$ cat config.mk
export PLATFORM = sky130hd
export DESIGN_NAME = isf_top
export DESIGN_NICKNAME = d
export VERILOG_FILES = /design/src/common/isf_pkg.sv /design/src/rtl/isf_holdoff.sv /design/src/rtl/isf_top.sv
export SDC_FILE = /design/constraint.sdc
export NUM_CORES = 1
export LEC_CHECK = 0
export BUFFER_PORTS_ARGS = -buffer_cell sky130_fd_sc_hd__buf_2
export CAP_MARGIN = 20
export CORE_UTILIZATION = 53
export CTS_BUF_LIST = sky130_fd_sc_hd__clkbuf_16
export CTS_CLUSTER_SIZE = 30
export DETAILED_ROUTE_END_ITERATION = 8
export GPL_ROUTABILITY_DRIVEN = 0
export HOLD_SLACK_MARGIN = 0.12
export PLACE_DENSITY_LB_ADDON = 0.05
export SKIP_CTS_REPAIR_TIMING = 1
export SKIP_LAST_GASP = 1
export SLEW_MARGIN = 25
export SYNTH_ARGS = -nofsm -noshare
export SYNTH_HDL_FRONTEND = slang
export SYNTH_HIERARCHICAL = 1
export SYNTH_SLANG_ARGS = --single-unit
export TNS_END_PERCENT = 20
$ cat constraint.sdc
create_clock -name pclk -period 2.2 [get_ports pclk]
set_input_delay 0 -clock pclk [delete_from_list [all_inputs] [get_ports pclk]]
set_output_delay 0 -clock pclk [all_outputs]
set_load 0.01 [all_outputs]
$ cat src/common/isf_pkg.sv
// package of offsets, fields and timing for the interrupt status flags block
package isf_pkg;
  // register byte offsets
  localparam logic [7:0] ISF_OFF_CFG = 8'h54; // output config / status
  localparam logic [7:0] ISF_OFF_FLAGS = 8'h58; // interrupt_flag_register
  localparam logic [7:0] ISF_OFF_ENABLE = 8'h5C; // enable register
  localparam logic [7:0] ISF_OFF_GPT = 8'h60; // general_timer_count
  localparam logic [7:0] ISF_OFF_PMC = 8'h64; // power_mgmt_control
  // flag bit positions
  localparam int ISF_B_SW = 31;
  localparam int ISF_B_READY = 30;
  localparam int ISF_B_XB = 27;
  localparam int ISF_B_XA = 26;
  localparam int ISF_B_GPT = 19;
  localparam int ISF_B_PME = 17;
  localparam int ISF_B_FB = 0;
  // implemented flag and enable mask; everything else reserved
  localparam logic [31:0] ISF_IMPL_MASK = 32'hCC0A_0001;
  // latched (write-one-to-clear) subset
  localparam logic [31:0] ISF_W1C_MASK = 32'hC00A_0000;
  // config register fields
  localparam int ISF_B_OUT_EN = 8;
  localparam int ISF_B_COMB = 12;
  localparam int ISF_B_HOLD = 13;
  localparam int ISF_B_HOLD_CLR = 14;
  localparam int ISF_HOLD_LSB = 24; // hold-off interval field 31:24
  // reset values
  localparam logic [31:0] ISF_RST_ZERO = 32'h0000_0000;
  localparam logic [15:0] ISF_GPT_RST = 16'hFFFF;
  localparam logic [15:0] ISF_GPT_MAX = 16'hFFFF;
  // timer tick: 1 us at 100 MHz
  localparam int ISF_CLK_MHZ = 100;
  localparam int ISF_TICK_NS = 1000;
  localparam int ISF_TICK_CYC = ISF_TICK_NS * ISF_CLK_MHZ / 1000;
  // hold-off unit: 10 us in ticks
  localparam int ISF_HOLD_UNIT_TICKS = 10;
  // pmc field: status 7:0, mask 15:8
  localparam int ISF_PMC_W = 8;
endpackage

$ cat src/rtl/isf_holdoff.sv
// hold-off interval counter gating the request pin
`timescale 1ns/1ps
`default_nettype none
module isf_holdoff #(
  parameter int UNIT_CYC = isf_pkg::ISF_TICK_CYC * isf_pkg::ISF_HOLD_UNIT_TICKS
) (
  input wire logic pclk,
  input wire logic presetn,
  input wire logic [7:0] interval,
  input wire logic restart,
  input wire logic irq_fall,
  output logic active
);
  import isf_pkg::*;
  logic [31:0] unit_q; // cycles within one unit
  logic [7:0] left_q; // units remaining
  wire unit_end = (unit_q == 32'(UNIT_CYC - 1));
  // start on restart request or when the line drops after being asserted
  wire start = restart | (irq_fall & (interval != 8'h00));
  // interval counter; a zero interval never holds off
  always_ff @(posedge pclk or negedge presetn) begin
    if (!presetn) begin
      unit_q <= 32'h0000_0000;
      left_q <= 8'h00;
    end else if (start) begin
      unit_q <= 32'h0000_0000;
      left_q <= interval;
    end else if (left_q != 8'h00) begin
      unit_q <= unit_end ? 32'h0000_0000 : unit_q + 32'h0000_0001;
      if (unit_end) begin
        left_q <= left_q - 8'h01;
      end
    end
  end
  assign active = (left_q != 8'h00);
endmodule // isf_holdoff
`default_nettype wire

$ cat src/rtl/isf_top.sv
// interrupt status flag register with enable, hold-off and apb access
//
// Summary of operation
// status register at 0x58, 32 bits
// flags show source status, ignoring enables
// writing one clears latched flag; zero keeps
// bit 31 set by software request trigger
// bit 30 set once device accessible
// bit 27 mirrors transceiver b event
// bit 26 mirrors transceiver a event
// bit 19 set on timer wrap
// bit 17 set on power event
// power flag stays while unmasked status set
// hold-off never delays power interrupt
// bit 0 mirrors fieldbus core event
// read-only, reserved writes ignored; reserved zero
// enable bit admits matching flag to output
// combined state ignores output enable, hold-off
// output enable clear keeps pin deasserted
// hold-off keeps pins quiet; status reads one
//
// The APB interface to the registers was chosen for this implementation.
`timescale 1ns/1ps
`default_nettype none
module isf_top #(
  parameter int UNIT_CYC = isf_pkg::ISF_TICK_CYC * isf_pkg::ISF_HOLD_UNIT_TICKS
) (
  input wire logic pclk,
  input wire logic presetn,
  input wire logic psel,
  input wire logic penable,
  input wire logic pwrite,
  input wire logic [7:0] paddr,
  input wire logic [31:0] pwdata,
  output logic [31:0] prdata,
  output logic pready,
  output logic pslverr,
  input wire logic xcvr_a_event, // asynchronous level from transceiver a
  input wire logic xcvr_b_event, // asynchronous level from transceiver b
  input wire logic fieldbus_event, // asynchronous level from the core
  input wire logic [isf_pkg::ISF_PMC_W-1:0] pm_event_raw, // async pm sources
  output logic irq
);
  import isf_pkg::*;

  // synchronisers for the outside levels
  logic [1:0] sync_a_q, sync_b_q, sync_f_q;
  logic [ISF_PMC_W-1:0] pm_s1_q, pm_s2_q, pm_prev_q;
  // register state
  logic [31:0] flags_q; // latched part of interrupt_flag_register
  logic [31:0] enable_q;
  logic out_en_q;
  logic [7:0] hold_iv_q;
  logic [15:0] gpt_q; // general_timer_count
  logic gpt_run_q;
  logic [31:0] tick_q;
  logic [ISF_PMC_W-1:0] pm_sts_q, pm_mask_q; // power_mgmt_control
  logic ready_pend_q; // one-shot ready after reset
  logic irq_q;
  logic line_prev_q;
  logic hold_clr_q;
  logic [31:0] prdata_q;
  logic pslverr_q;
  logic pready_q;

  // two-flop synchronisers, first stage read only by the second
  always_ff @(posedge pclk or negedge presetn) begin
    if (!presetn) begin
      sync_a_q <= 2'h0;
      sync_b_q <= 2'h0;
      sync_f_q <= 2'h0;
      pm_s1_q <= '0;
      pm_s2_q <= '0;
    end else begin
      sync_a_q <= {sync_a_q[0], xcvr_a_event};
      sync_b_q <= {sync_b_q[0], xcvr_b_event};
      sync_f_q <= {sync_f_q[0], fieldbus_event};
      pm_s1_q <= pm_event_raw;
      pm_s2_q <= pm_s1_q;
    end
  end

  // apb decode; one wait-free access phase
  wire acc = psel & penable;
  wire wr = acc & pwrite;
  wire hit_cfg = (paddr == ISF_OFF_CFG);
  wire hit_flags = (paddr == ISF_OFF_FLAGS);
  wire hit_en = (paddr == ISF_OFF_ENABLE);
  wire hit_gpt = (paddr == ISF_OFF_GPT);
  wire hit_pmc = (paddr == ISF_OFF_PMC);
  wire hit_any = hit_cfg | hit_flags | hit_en | hit_gpt | hit_pmc;
  wire wr_flags = wr & hit_flags;
  wire wr_en = wr & hit_en;
  wire wr_cfg = wr & hit_cfg;
  wire wr_gpt = wr & hit_gpt;
  wire wr_pmc = wr & hit_pmc;

  // timer tick and wrap
  wire tick = (tick_q == 32'(ISF_TICK_CYC - 1));
  wire gpt_wrap = gpt_run_q & tick & (gpt_q == 16'h0000);

  // power event: rising edge of an unmasked synchronised source
  wire [ISF_PMC_W-1:0] pm_rise = pm_s2_q & ~pm_prev_q;
  wire pm_unmasked = |(pm_sts_q & pm_mask_q);
  wire pm_set = |(pm_rise & pm_mask_q);

  // set terms per latched flag
  logic [31:0] set_v;
  logic [31:0] clr_v;
  always_comb begin
    set_v = ISF_RST_ZERO;
    set_v[ISF_B_SW] = wr_en & pwdata[ISF_B_SW] & ~enable_q[ISF_B_SW];
    set_v[ISF_B_READY] = ready_pend_q;
    set_v[ISF_B_GPT] = gpt_wrap;
    set_v[ISF_B_PME] = pm_set;
    // only latched bits clear; power flag waits on its controls
    clr_v = wr_flags ? (pwdata & ISF_W1C_MASK) : ISF_RST_ZERO;
    if (pm_unmasked) begin
      clr_v[ISF_B_PME] = 1'b0;
    end
  end

  // full view: latched bits plus mirrored source levels
  logic [31:0] status_v;
  always_comb begin
    status_v = flags_q & ISF_W1C_MASK;
    status_v[ISF_B_XB] = sync_b_q[1];
    status_v[ISF_B_XA] = sync_a_q[1];
    status_v[ISF_B_FB] = sync_f_q[1];
  end

  // enabled flags form the combined line
  wire [31:0] active_v = status_v & enable_q & ISF_IMPL_MASK;
  wire comb_line = |active_v;
  wire pme_line = active_v[ISF_B_PME];
  wire hold_active;

  // hold-off counter: begins when the combined line drops, or on a hold-off restart write
  isf_holdoff #(.UNIT_CYC(UNIT_CYC)) u_hold (
    .pclk(pclk),
    .presetn(presetn),
    .interval(hold_iv_q),
    .restart(hold_clr_q),
    .irq_fall(line_prev_q & ~comb_line),
    .active(hold_active)
  );

  // pin: power event bypasses hold-off, output enable gates all
  wire irq_d = out_en_q & ((comb_line & ~hold_active) | pme_line);

  // config register readback
  logic [31:0] cfg_v;
  always_comb begin
    cfg_v = ISF_RST_ZERO;
    cfg_v[ISF_HOLD_LSB +: 8] = hold_iv_q;
    cfg_v[ISF_B_HOLD] = hold_active;
    cfg_v[ISF_B_COMB] = comb_line;
    cfg_v[ISF_B_OUT_EN] = out_en_q;
  end

  // read mux; reserved bits read as zero
  wire [31:0] rd_v = hit_flags ? (status_v & ISF_IMPL_MASK) :
                     hit_en ? enable_q :
                     hit_cfg ? cfg_v :
                     hit_gpt ? {15'h0000, gpt_run_q, gpt_q} :
                     hit_pmc ? {16'h0000, pm_mask_q, pm_sts_q} :
                     ISF_RST_ZERO;

  // latched flags: set wins over a simultaneous clear
  always_ff @(posedge pclk or negedge presetn) begin
    if (!presetn) begin
      flags_q <= ISF_RST_ZERO;
    end else begin
      flags_q <= ((flags_q & ~clr_v) | set_v) & ISF_W1C_MASK;
    end
  end

  // device-ready one-shot after reset release
  always_ff @(posedge pclk or negedge presetn) begin
    if (!presetn) begin
      ready_pend_q <= 1'b1;
    end else begin
      ready_pend_q <= 1'b0;
    end
  end

  // enable and output config registers
  always_ff @(posedge pclk or negedge presetn) begin
    if (!presetn) begin
      enable_q <= ISF_RST_ZERO;
      out_en_q <= 1'b0;
      hold_iv_q <= 8'h00;
      hold_clr_q <= 1'b0;
    end else begin
      if (wr_en) begin
        enable_q <= pwdata & ISF_IMPL_MASK;
      end
      if (wr_cfg) begin
        out_en_q <= pwdata[ISF_B_OUT_EN];
        hold_iv_q <= pwdata[ISF_HOLD_LSB +: 8];
      end
      hold_clr_q <= wr_cfg & pwdata[ISF_B_HOLD_CLR]; // self-clearing
    end
  end

  // general purpose timer: counts down each tick while running
  always_ff @(posedge pclk or negedge presetn) begin
    if (!presetn) begin
      tick_q <= 32'h0000_0000;
      gpt_q <= ISF_GPT_RST;
      gpt_run_q <= 1'b0;
    end else begin
      tick_q <= tick ? 32'h0000_0000 : tick_q + 32'h0000_0001;
      if (wr_gpt) begin
        gpt_q <= pwdata[15:0];
        gpt_run_q <= pwdata[16];
      end else if (gpt_run_q & tick) begin
        gpt_q <= gpt_wrap ? ISF_GPT_MAX : gpt_q - 16'h0001;
      end
    end
  end

  // power control: sticky status, set wins over w1c
  always_ff @(posedge pclk or negedge presetn) begin
    if (!presetn) begin
      pm_prev_q <= '0;
      pm_sts_q <= '0;
      pm_mask_q <= '0;
    end else begin
      pm_prev_q <= pm_s2_q;
      pm_sts_q <= (pm_sts_q & ~(wr_pmc ? pwdata[7:0] : 8'h00)) | pm_rise;
      if (wr_pmc) begin
        pm_mask_q <= pwdata[15:8];
      end
    end
  end

  // outputs from flops; apb answers in the first access cycle
  always_ff @(posedge pclk or negedge presetn) begin
    if (!presetn) begin
      irq_q <= 1'b0;
      line_prev_q <= 1'b0;
      prdata_q <= ISF_RST_ZERO;
      pslverr_q <= 1'b0;
      pready_q <= 1'b0;
    end else begin
      irq_q <= irq_d;
      line_prev_q <= comb_line;
      pready_q <= psel & ~penable;
      prdata_q <= (psel & ~penable & ~pwrite) ? rd_v : ISF_RST_ZERO;
      pslverr_q <= psel & ~penable & ~hit_any;
    end
  end

  assign irq = irq_q;
  assign prdata = prdata_q;
  assign pready = pready_q;
  assign pslverr = pslverr_q;

  // checks
  property p_w1c_clear;
    @(posedge pclk) disable iff (!presetn)
      (wr_flags & pwdata[ISF_B_GPT] & ~gpt_wrap) |=> !flags_q[ISF_B_GPT];
  endproperty
  a_w1c_clear: assert property (p_w1c_clear) else $error("gpt flag not cleared");
  property p_sw_set;
    @(posedge pclk) disable iff (!presetn)
      (wr_en & pwdata[ISF_B_SW] & ~enable_q[ISF_B_SW]) |=> flags_q[ISF_B_SW];
  endproperty
  a_sw_set: assert property (p_sw_set) else $error("sw flag not set");
  property p_ready_boot;
    @(posedge pclk) disable iff (!presetn)
      $fell(ready_pend_q) |-> flags_q[ISF_B_READY];
  endproperty
  a_ready_boot: assert property (p_ready_boot) else $error("ready missing");
  property p_wrap;
    @(posedge pclk) disable iff (!presetn)
      (gpt_wrap & ~wr_gpt) |=> flags_q[ISF_B_GPT] && gpt_q == ISF_GPT_MAX;
  endproperty
  a_wrap: assert property (p_wrap) else $error("wrap flag missing");
  property p_pme_hold;
    @(posedge pclk) disable iff (!presetn)
      (flags_q[ISF_B_PME] & pm_unmasked) |=> flags_q[ISF_B_PME];
  endproperty
  a_pme_hold: assert property (p_pme_hold) else $error("pme cleared early");
  property p_pme_pass;
    @(posedge pclk) disable iff (!presetn)
      (out_en_q & pme_line) |=> irq;
  endproperty
  a_pme_pass: assert property (p_pme_pass) else $error("pme held off");
  property p_out_off;
    @(posedge pclk) disable iff (!presetn)
      !out_en_q |=> !irq;
  endproperty
  a_out_off: assert property (p_out_off) else $error("irq while disabled");
  property p_hold_quiet;
    @(posedge pclk) disable iff (!presetn)
      (hold_active & !pme_line) |=> !irq;
  endproperty
  a_hold_quiet: assert property (p_hold_quiet) else $error("irq in hold-off");
  property p_mirror;
    @(posedge pclk) disable iff (!presetn)
      $rose(sync_a_q[1]) |-> status_v[ISF_B_XA];
  endproperty
  a_mirror: assert property (p_mirror) else $error("mirror wrong");
endmodule // isf_top
`default_nettype wire

==> results.yml, run 1 <==
finish:
  drive_above_1_share: 0.2568
  n_antenna_cell: 0
  area_delta_synth_final_pct: 26.19
  stdcell_count: 1283
  final_cell_mix: "dfrtp_1, nor2_1, buf_2, nand2_1, buf_4"
  layout_commonest_cell: "dfrtp_1"
  finalInstanceArea_sq_um: 11280
  finalNetCount: 1112
logic_synthesis:
  synth.yosys.seq_area_share: 0.5287
  syn-cell-area_sq_um: 8939
  ys_ff_latch: 188
  synth_ff_type: "dfrtp_1"
  yosysWarnings: 6
  synth.avg_cell_area_sq_um: 10.38
  synthArstFlopShare: 1.000
  synth_edf_count: 0
  netlist_instances: 861
  ys_types: 70
global_route:
  grt_pass1_vias: 7096
  track_usage: 0.2571
  antenna_found_initial: 0
  grt_max_degree: 78
  grt_pass1_wl_mm: 35.75
  grt-ovfl-total: 0
drt:
  avgRoutedWirePerCell_um: 17.19
  viasPerCell: 5.825
  vias: 7473
  drc: 0
  wirelength_mm: 22.05
  drt_iter0_markers: 542
  first_pass_iters: 5
  antenna_left: 0
worst_setup_path:
  ff2ff_setup_slack_ns: -0.04
  required_ns: 2.57
  cp_max_fo: 15
  r2r_cells: 8
  rr_startpoint: "enable_q[19]"
  worstSetupPathType: "flip-flop to flip-flop"
  r2r_end: "u_hold/unit_q[30]"
  critPathArrivalTime_ns: 2.61
  worst_setup_path_end_kind: "flip-flop"
  start_kind: "flip-flop"
pwr:
  p_leak_nw: 5.186
  p_per_area_nw_per_um2: 677.8
  p_sw_frac: 0.2784
  pwr-share-comb: 0.117
  p_clk_frac: 0.407
  p_int_w: 0.005518
  peakVddDrop_uv: 694.6
  seqPwrFrac: 0.476
  switching_power_w: 0.002128
clocking:
  cts_tree: "built"
  clock_path_buffers: 2
  clock_latency_ns: 0.44
  cts_buffers: 17
  cts_root_buf: "clkbuf_16"
  cts.clk_slew.worst_paths_ns: 0.08
  clock-sinks: 188
  cts_max_level: 4
sta:
  fin_ws_ns: -0.03735
  hold_viol_final: 0
  fmax_ghz: 0.4470
  totalNegativeSetupSlack_ns: -0.1547
  relSlewSlack: 0.6158
  worstMarginPinSlew_ns: 0.5711
  slew_violations: 0
  rsz0062_at_grt: "yes"
  layout_min_cycle_time_ns: 2.237
  final-setup-viol-count: 7
  post-route-period-util: 1.017
  finClkSkew_ns: 0.01441
placement:
  place_hpwl_mm: 15.43
  place_inst: 1202
  post_dp_cell_area_sq_um: 10080
  io_buffers: 80
flow_run:
  maxCapViolations: 0
min_path:
  hold_end: "flags_q[31]"
  holdPathStages: 6
  min_path_type: "primary input to flip-flop"
  min_from: "paddr[5]"
outcome:
  violations: "setup timing"
  status: "finished with violations"
floorplanning:
  die_w_um: 131.9
  die_area_sq_um: 17390
  start_util: 0.5409
  die_h_um: 131.9
  pin_count: 91
  core_area_sq_um: 16520
  rows: 47
==> how the worst max path moves through the flow <==
stage	start	slack, ns	endpoint	cells past startpoint
floorplan	u_hold/unit_q[0]	0.06	u_hold/left_q[3]	8
global placement	flags_q[19]	-0.06	u_hold/unit_q[14]	8
detailed placement	flags_q[19]	-0.14	u_hold/unit_q[14]	8
CTS	flags_q[19]	-0.14	u_hold/unit_q[14]	8
global route	enable_q[19]	-0.11	u_hold/unit_q[30]	8
finish	enable_q[19]	-0.04	u_hold/unit_q[30]	8
==> flip-flops by register name, summed over array words and instances, names as in the netlist <==
register and count:
prdata 27, sync_f_q 2, enable_q 7, hold_iv_q 8, tick_q 32, flags_q 4
pm_sts_q 8, gpt_q 16, pm_prev_q 8, pm_s1_q 8, sync_b_q 2, sync_a_q 2
pready 1, irq 1, hold_clr_q 1, line_prev_q 1, out_en_q 1, ready_pend_q 1
pm_s2_q 8, u_hold/left_q 8, pslverr 1, u_hold/unit_q 32, gpt_run_q 1, pm_mask_q 8
==> critical path, stage by stage (launching register included) <==
cell and delay (ns):
dfrtp_1 0.38, a222oi_1 0.31, and4_1 0.26, and2_4 0.16
o21ai_2 0.07, buf_12 0.15, a21o_4 0.23, or4_4 0.48
a21oi_2 0.14
==> metrics by stage <==
| step | power (W) | setup slack (ns) | hold slack [ns] | utilization |
|---|---|---|---|---|
| 2_1_floorplan | 0.004112 | 0.06125 | -0.2956 | - |
| 3_3_place_gp | 0.004471 | -0.06138 | -0.03712 | 0.6099 |
| 3_5_place_dp | 0.004492 | -0.1358 | -0.02846 | 0.6099 |
| 4_1_cts | 0.007615 | -0.1363 | -0.5056 | 0.6471 |
| 5_1_grt | 0.007944 | -0.1103 | 0.1485 | 0.6826 |
| 6_report | 0.007646 | -0.03735 | 0.1125 | 0.6826 |
==> cells in the mapped netlist (all sizes together), types with 4 or more instances <==
library cell	count	share of area
dfrtp	171	0.48
nor2	80	0.034
nand2	78	0.033
xnor2	40	0.039
a21oi	33	0.018
nor4	33	0.025
nand3	31	0.017
buf	30	0.020
mux2	26	0.033
o21ai	26	0.015
nand4	23	0.016
or4	20	0.017
inv	18	0.0076
dfstp	17	0.050
mux2i	17	0.019
nor3	16	0.0090
and3	14	0.0098
clkbuf	14	0.0059
or3	13	0.0098
a21o	12	0.010
and2	12	0.0084
nor2b	12	0.0084
o31ai	12	0.010
a211oi	11	0.0098
a22oi	9	0.0076
and4	9	0.0090
xor2	8	0.0078
a31oi	7	0.0049
nor4b	7	0.0076
ha	6	0.0084
nand2b	5	0.0035
o21bai	5	0.0042
a31o	4	0.0039
==> cells by family (layout without fill, tap and decap cells) <==
group,count (synthesis),after routing,synth area share
other,1,6,0.0004195
AOI/OAI and AO/OA,144,144,0.1078
adders and majority gates,6,6,0.008398
and+or+nand+nor,369,369,0.2224
DFF,188,188,0.5287
xor gates and xnor gates,48,48,0.04703
muxes,43,43,0.05179
buffers and inverters,62,259,0.03345
==> cell type report <==
class	instances	area, sq um
clock buffer	17	425.4
clock inverter	15	188.9
sequential	188	4726
multi-input combinational	616	4019
fill	1286	5245
tap	220	275.3
inverter	18	67.56
timing repair buffer	209	1578
==> metal layers <==
| metal | track usage | routed length [um] | vias to the layer above |
|---|---|---|---|
| li1 | - | - | 3501 |
| met1 | 0.3497 | 9772 | 3688 |
| met2 | 0.4174 | 10710 | 232 |
| met3 | 0.04344 | 967 | 52 |
| met4 | 0.09109 | 604 | 0 |
| met5 | 0 | 0 | - |
==> power by group through the flow <==
stage	Sequential, W	Clock (W)	Combinational (W)
after global placement	0.00370	0	0.000772
final	0.00364	0.00311	0.000891
after floorplan	0.00371	0	0.000404
after global routing	0.00365	0.00331	0.000984
after detailed placement	0.00371	0	0.000787
after CTS	0.00364	0.00318	0.000799
Power figures use the tool's default switching activity.
==> inputs of run 2 (changes only) <==
Settings changed: BUFFER_PORTS_ARGS -buffer_cell sky130_fd_sc_hd__buf_2 to default, CORE_UTILIZATION 53 to 55, DONT_BUFFER_PORTS from default to 1.
==> results.yml, run 2 (same netlist as run 1, synthesis figures left out) <==
floorplanning:
  die_h_um: 129.5
  die_area_sq_um: 16770
  pin_count: 91
  core_area_sq_um: 15890
  die_w_um: 129.5
  rows: 46
  start_util: 0.5627
clocking:
  cts.clk_slew.worst_paths_ns: 0.06
  cts_buffers: 17
  clock_latency_ns: 0.44
  clock_path_buffers: 2
  clock-sinks: 188
  cts_tree: "built"
  cts_root_buf: "clkbuf_16"
  cts_max_level: 4
drt:
  wirelength_mm: 22.24
  vias: 7244
  drc: 0
  viasPerCell: 5.987
  antenna_left: 0
  first_pass_iters: 7
  avgRoutedWirePerCell_um: 18.38
  drt_iter0_markers: 523
sta:
  finClkSkew_ns: 0.01372
  worstMarginPinSlew_ns: 0.5709
  hold_viol_final: 188
  post-route-period-util: 1.035
  fin_ws_ns: -0.07625
  relSlewSlack: 0.6095
  layout_min_cycle_time_ns: 2.276
  rsz0062_at_grt: "yes"
  slew_violations: 0
  fmax_ghz: 0.4393
  final-setup-viol-count: 11
  holdWs_ns: -0.7350
pwr:
  p_clk_frac: 0.394
  p_int_w: 0.005492
  seqPwrFrac: 0.496
  peakVddDrop_uv: 552.5
  p_per_area_nw_per_um2: 672.1
  p_leak_nw: 4.844
  pwr-share-comb: 0.110
  switching_power_w: 0.001870
  p_sw_frac: 0.2540
worst_setup_path:
  required_ns: 2.52
  start_kind: "flip-flop"
  critPathArrivalTime_ns: 2.60
  worstSetupPathType: "flip-flop to flip-flop"
  cp_max_fo: 8
  worst_setup_path_end_kind: "flip-flop"
global_route:
  grt_pass1_vias: 6872
  grt-ovfl-total: 0
  grt_max_degree: 189
  grt_pass1_wl_mm: 34.87
  antenna_found_initial: 0
  track_usage: 0.2723
min_path:
  min_path_type: "primary input to asynchronous set/reset pin"
placement:
  place_hpwl_mm: 15.58
  io_buffers: 0
  post_dp_cell_area_sq_um: 9639
finish:
  n_antenna_cell: 0
  layout_commonest_cell: "dfrtp_1"
  finalNetCount: 1044
  final_cell_mix: "dfrtp_1, nor2_1, buf_4, nand2_1, dlygate4sd3_1"
  area_delta_synth_final_pct: 22.54
  finalInstanceArea_sq_um: 10950
  drive_above_1_share: 0.2042
outcome:
  status: "finished with violations"
  violations: "hold timing, setup timing"
flow_run:
  maxCapViolations: 0
## run 2: cell types whose count changed in the layout (fill, tap and decap cells not counted), sizes merged
cell and delta:
buf -76, dlygate4sd3 +9, inv -4, clkinvlp +3
bufinv +1, clkbuf -1, clkinv -1
## run 2: cell type report
class                      instances  area, sq um
sequential                       188         4726
timing repair buffer             141         1260
clock buffer                      17        425.4
inverter                          18        67.56
clock inverter                    14        122.6
fill                            1213         4932
tap                              216        270.3
multi-input combinational        616         4081
## run 2: final timing paths
kind	startpoint	to	slack, ns	depth (start not counted)
worst max-delay path	hold_iv_q[4]	u_hold/left_q[7]	-0.08	7
worst min-delay path	presetn	prdata[28]	-0.74	0
worst max register to register	hold_iv_q[4]	u_hold/left_q[7]	-0.08	7
worst min register to register	pm_s1_q[2]	pm_s2_q[2]	0.35	0
max in group asynchronous	presetn	gpt_q[12]	2.66	0
min in group pclk	paddr[4]	gpt_q[15]	0.10	5
## run 2: power by group through the flow
stage	clock [W]	sequential (W)	combinational, W
after detailed placement	0	0.00372	0.000647
final	0.00290	0.00365	0.000812
after floorplan	0	0.00371	0.000404
after global routing	0.00310	0.00367	0.000878
after global placement	0	0.00371	0.000627
after CTS	0.00296	0.00365	0.000656
## run 2: critical path, cell delays in order, from the launching register on
cell and delay (ns):
dfrtp_1 0.37, or4_1 0.59, o21ai_4 0.18, buf_12 0.15
buf_4 0.17, nand2b_4 0.08, or3_1 0.34, o311ai_2 0.30
## run 2: routing by layer
metal | wire (um) | part of all wire | global-route usage
met2 | 11310 | 0.51 | 0.4725
met5 | 0 | 0 | 0
met1 | 9447 | 0.42 | 0.3428
met3 | 929 | 0.042 | 0.04872
met4 | 553 | 0.025 | 0.09713
## run 2: per-stage QoR
step | total power (W) | cells | setup TNS, ns | worst slack [ns] | util
global route | 0.007647 | 1210 | -3.635 | -0.1557 | 0.6895
finish | 0.007362 | 1210 | -0.4190 | -0.07625 | 0.6895
CTS | 0.007271 | 1149 | -1.024 | -0.1409 | 0.6413
floorplan | 0.004112 | 866 | 0 | 0.06125 | -
detailed placement | 0.004363 | 1118 | -0.6707 | -0.1254 | 0.6068
global placement | 0.004337 | 1118 | -0.3684 | -0.07765 | 0.6068
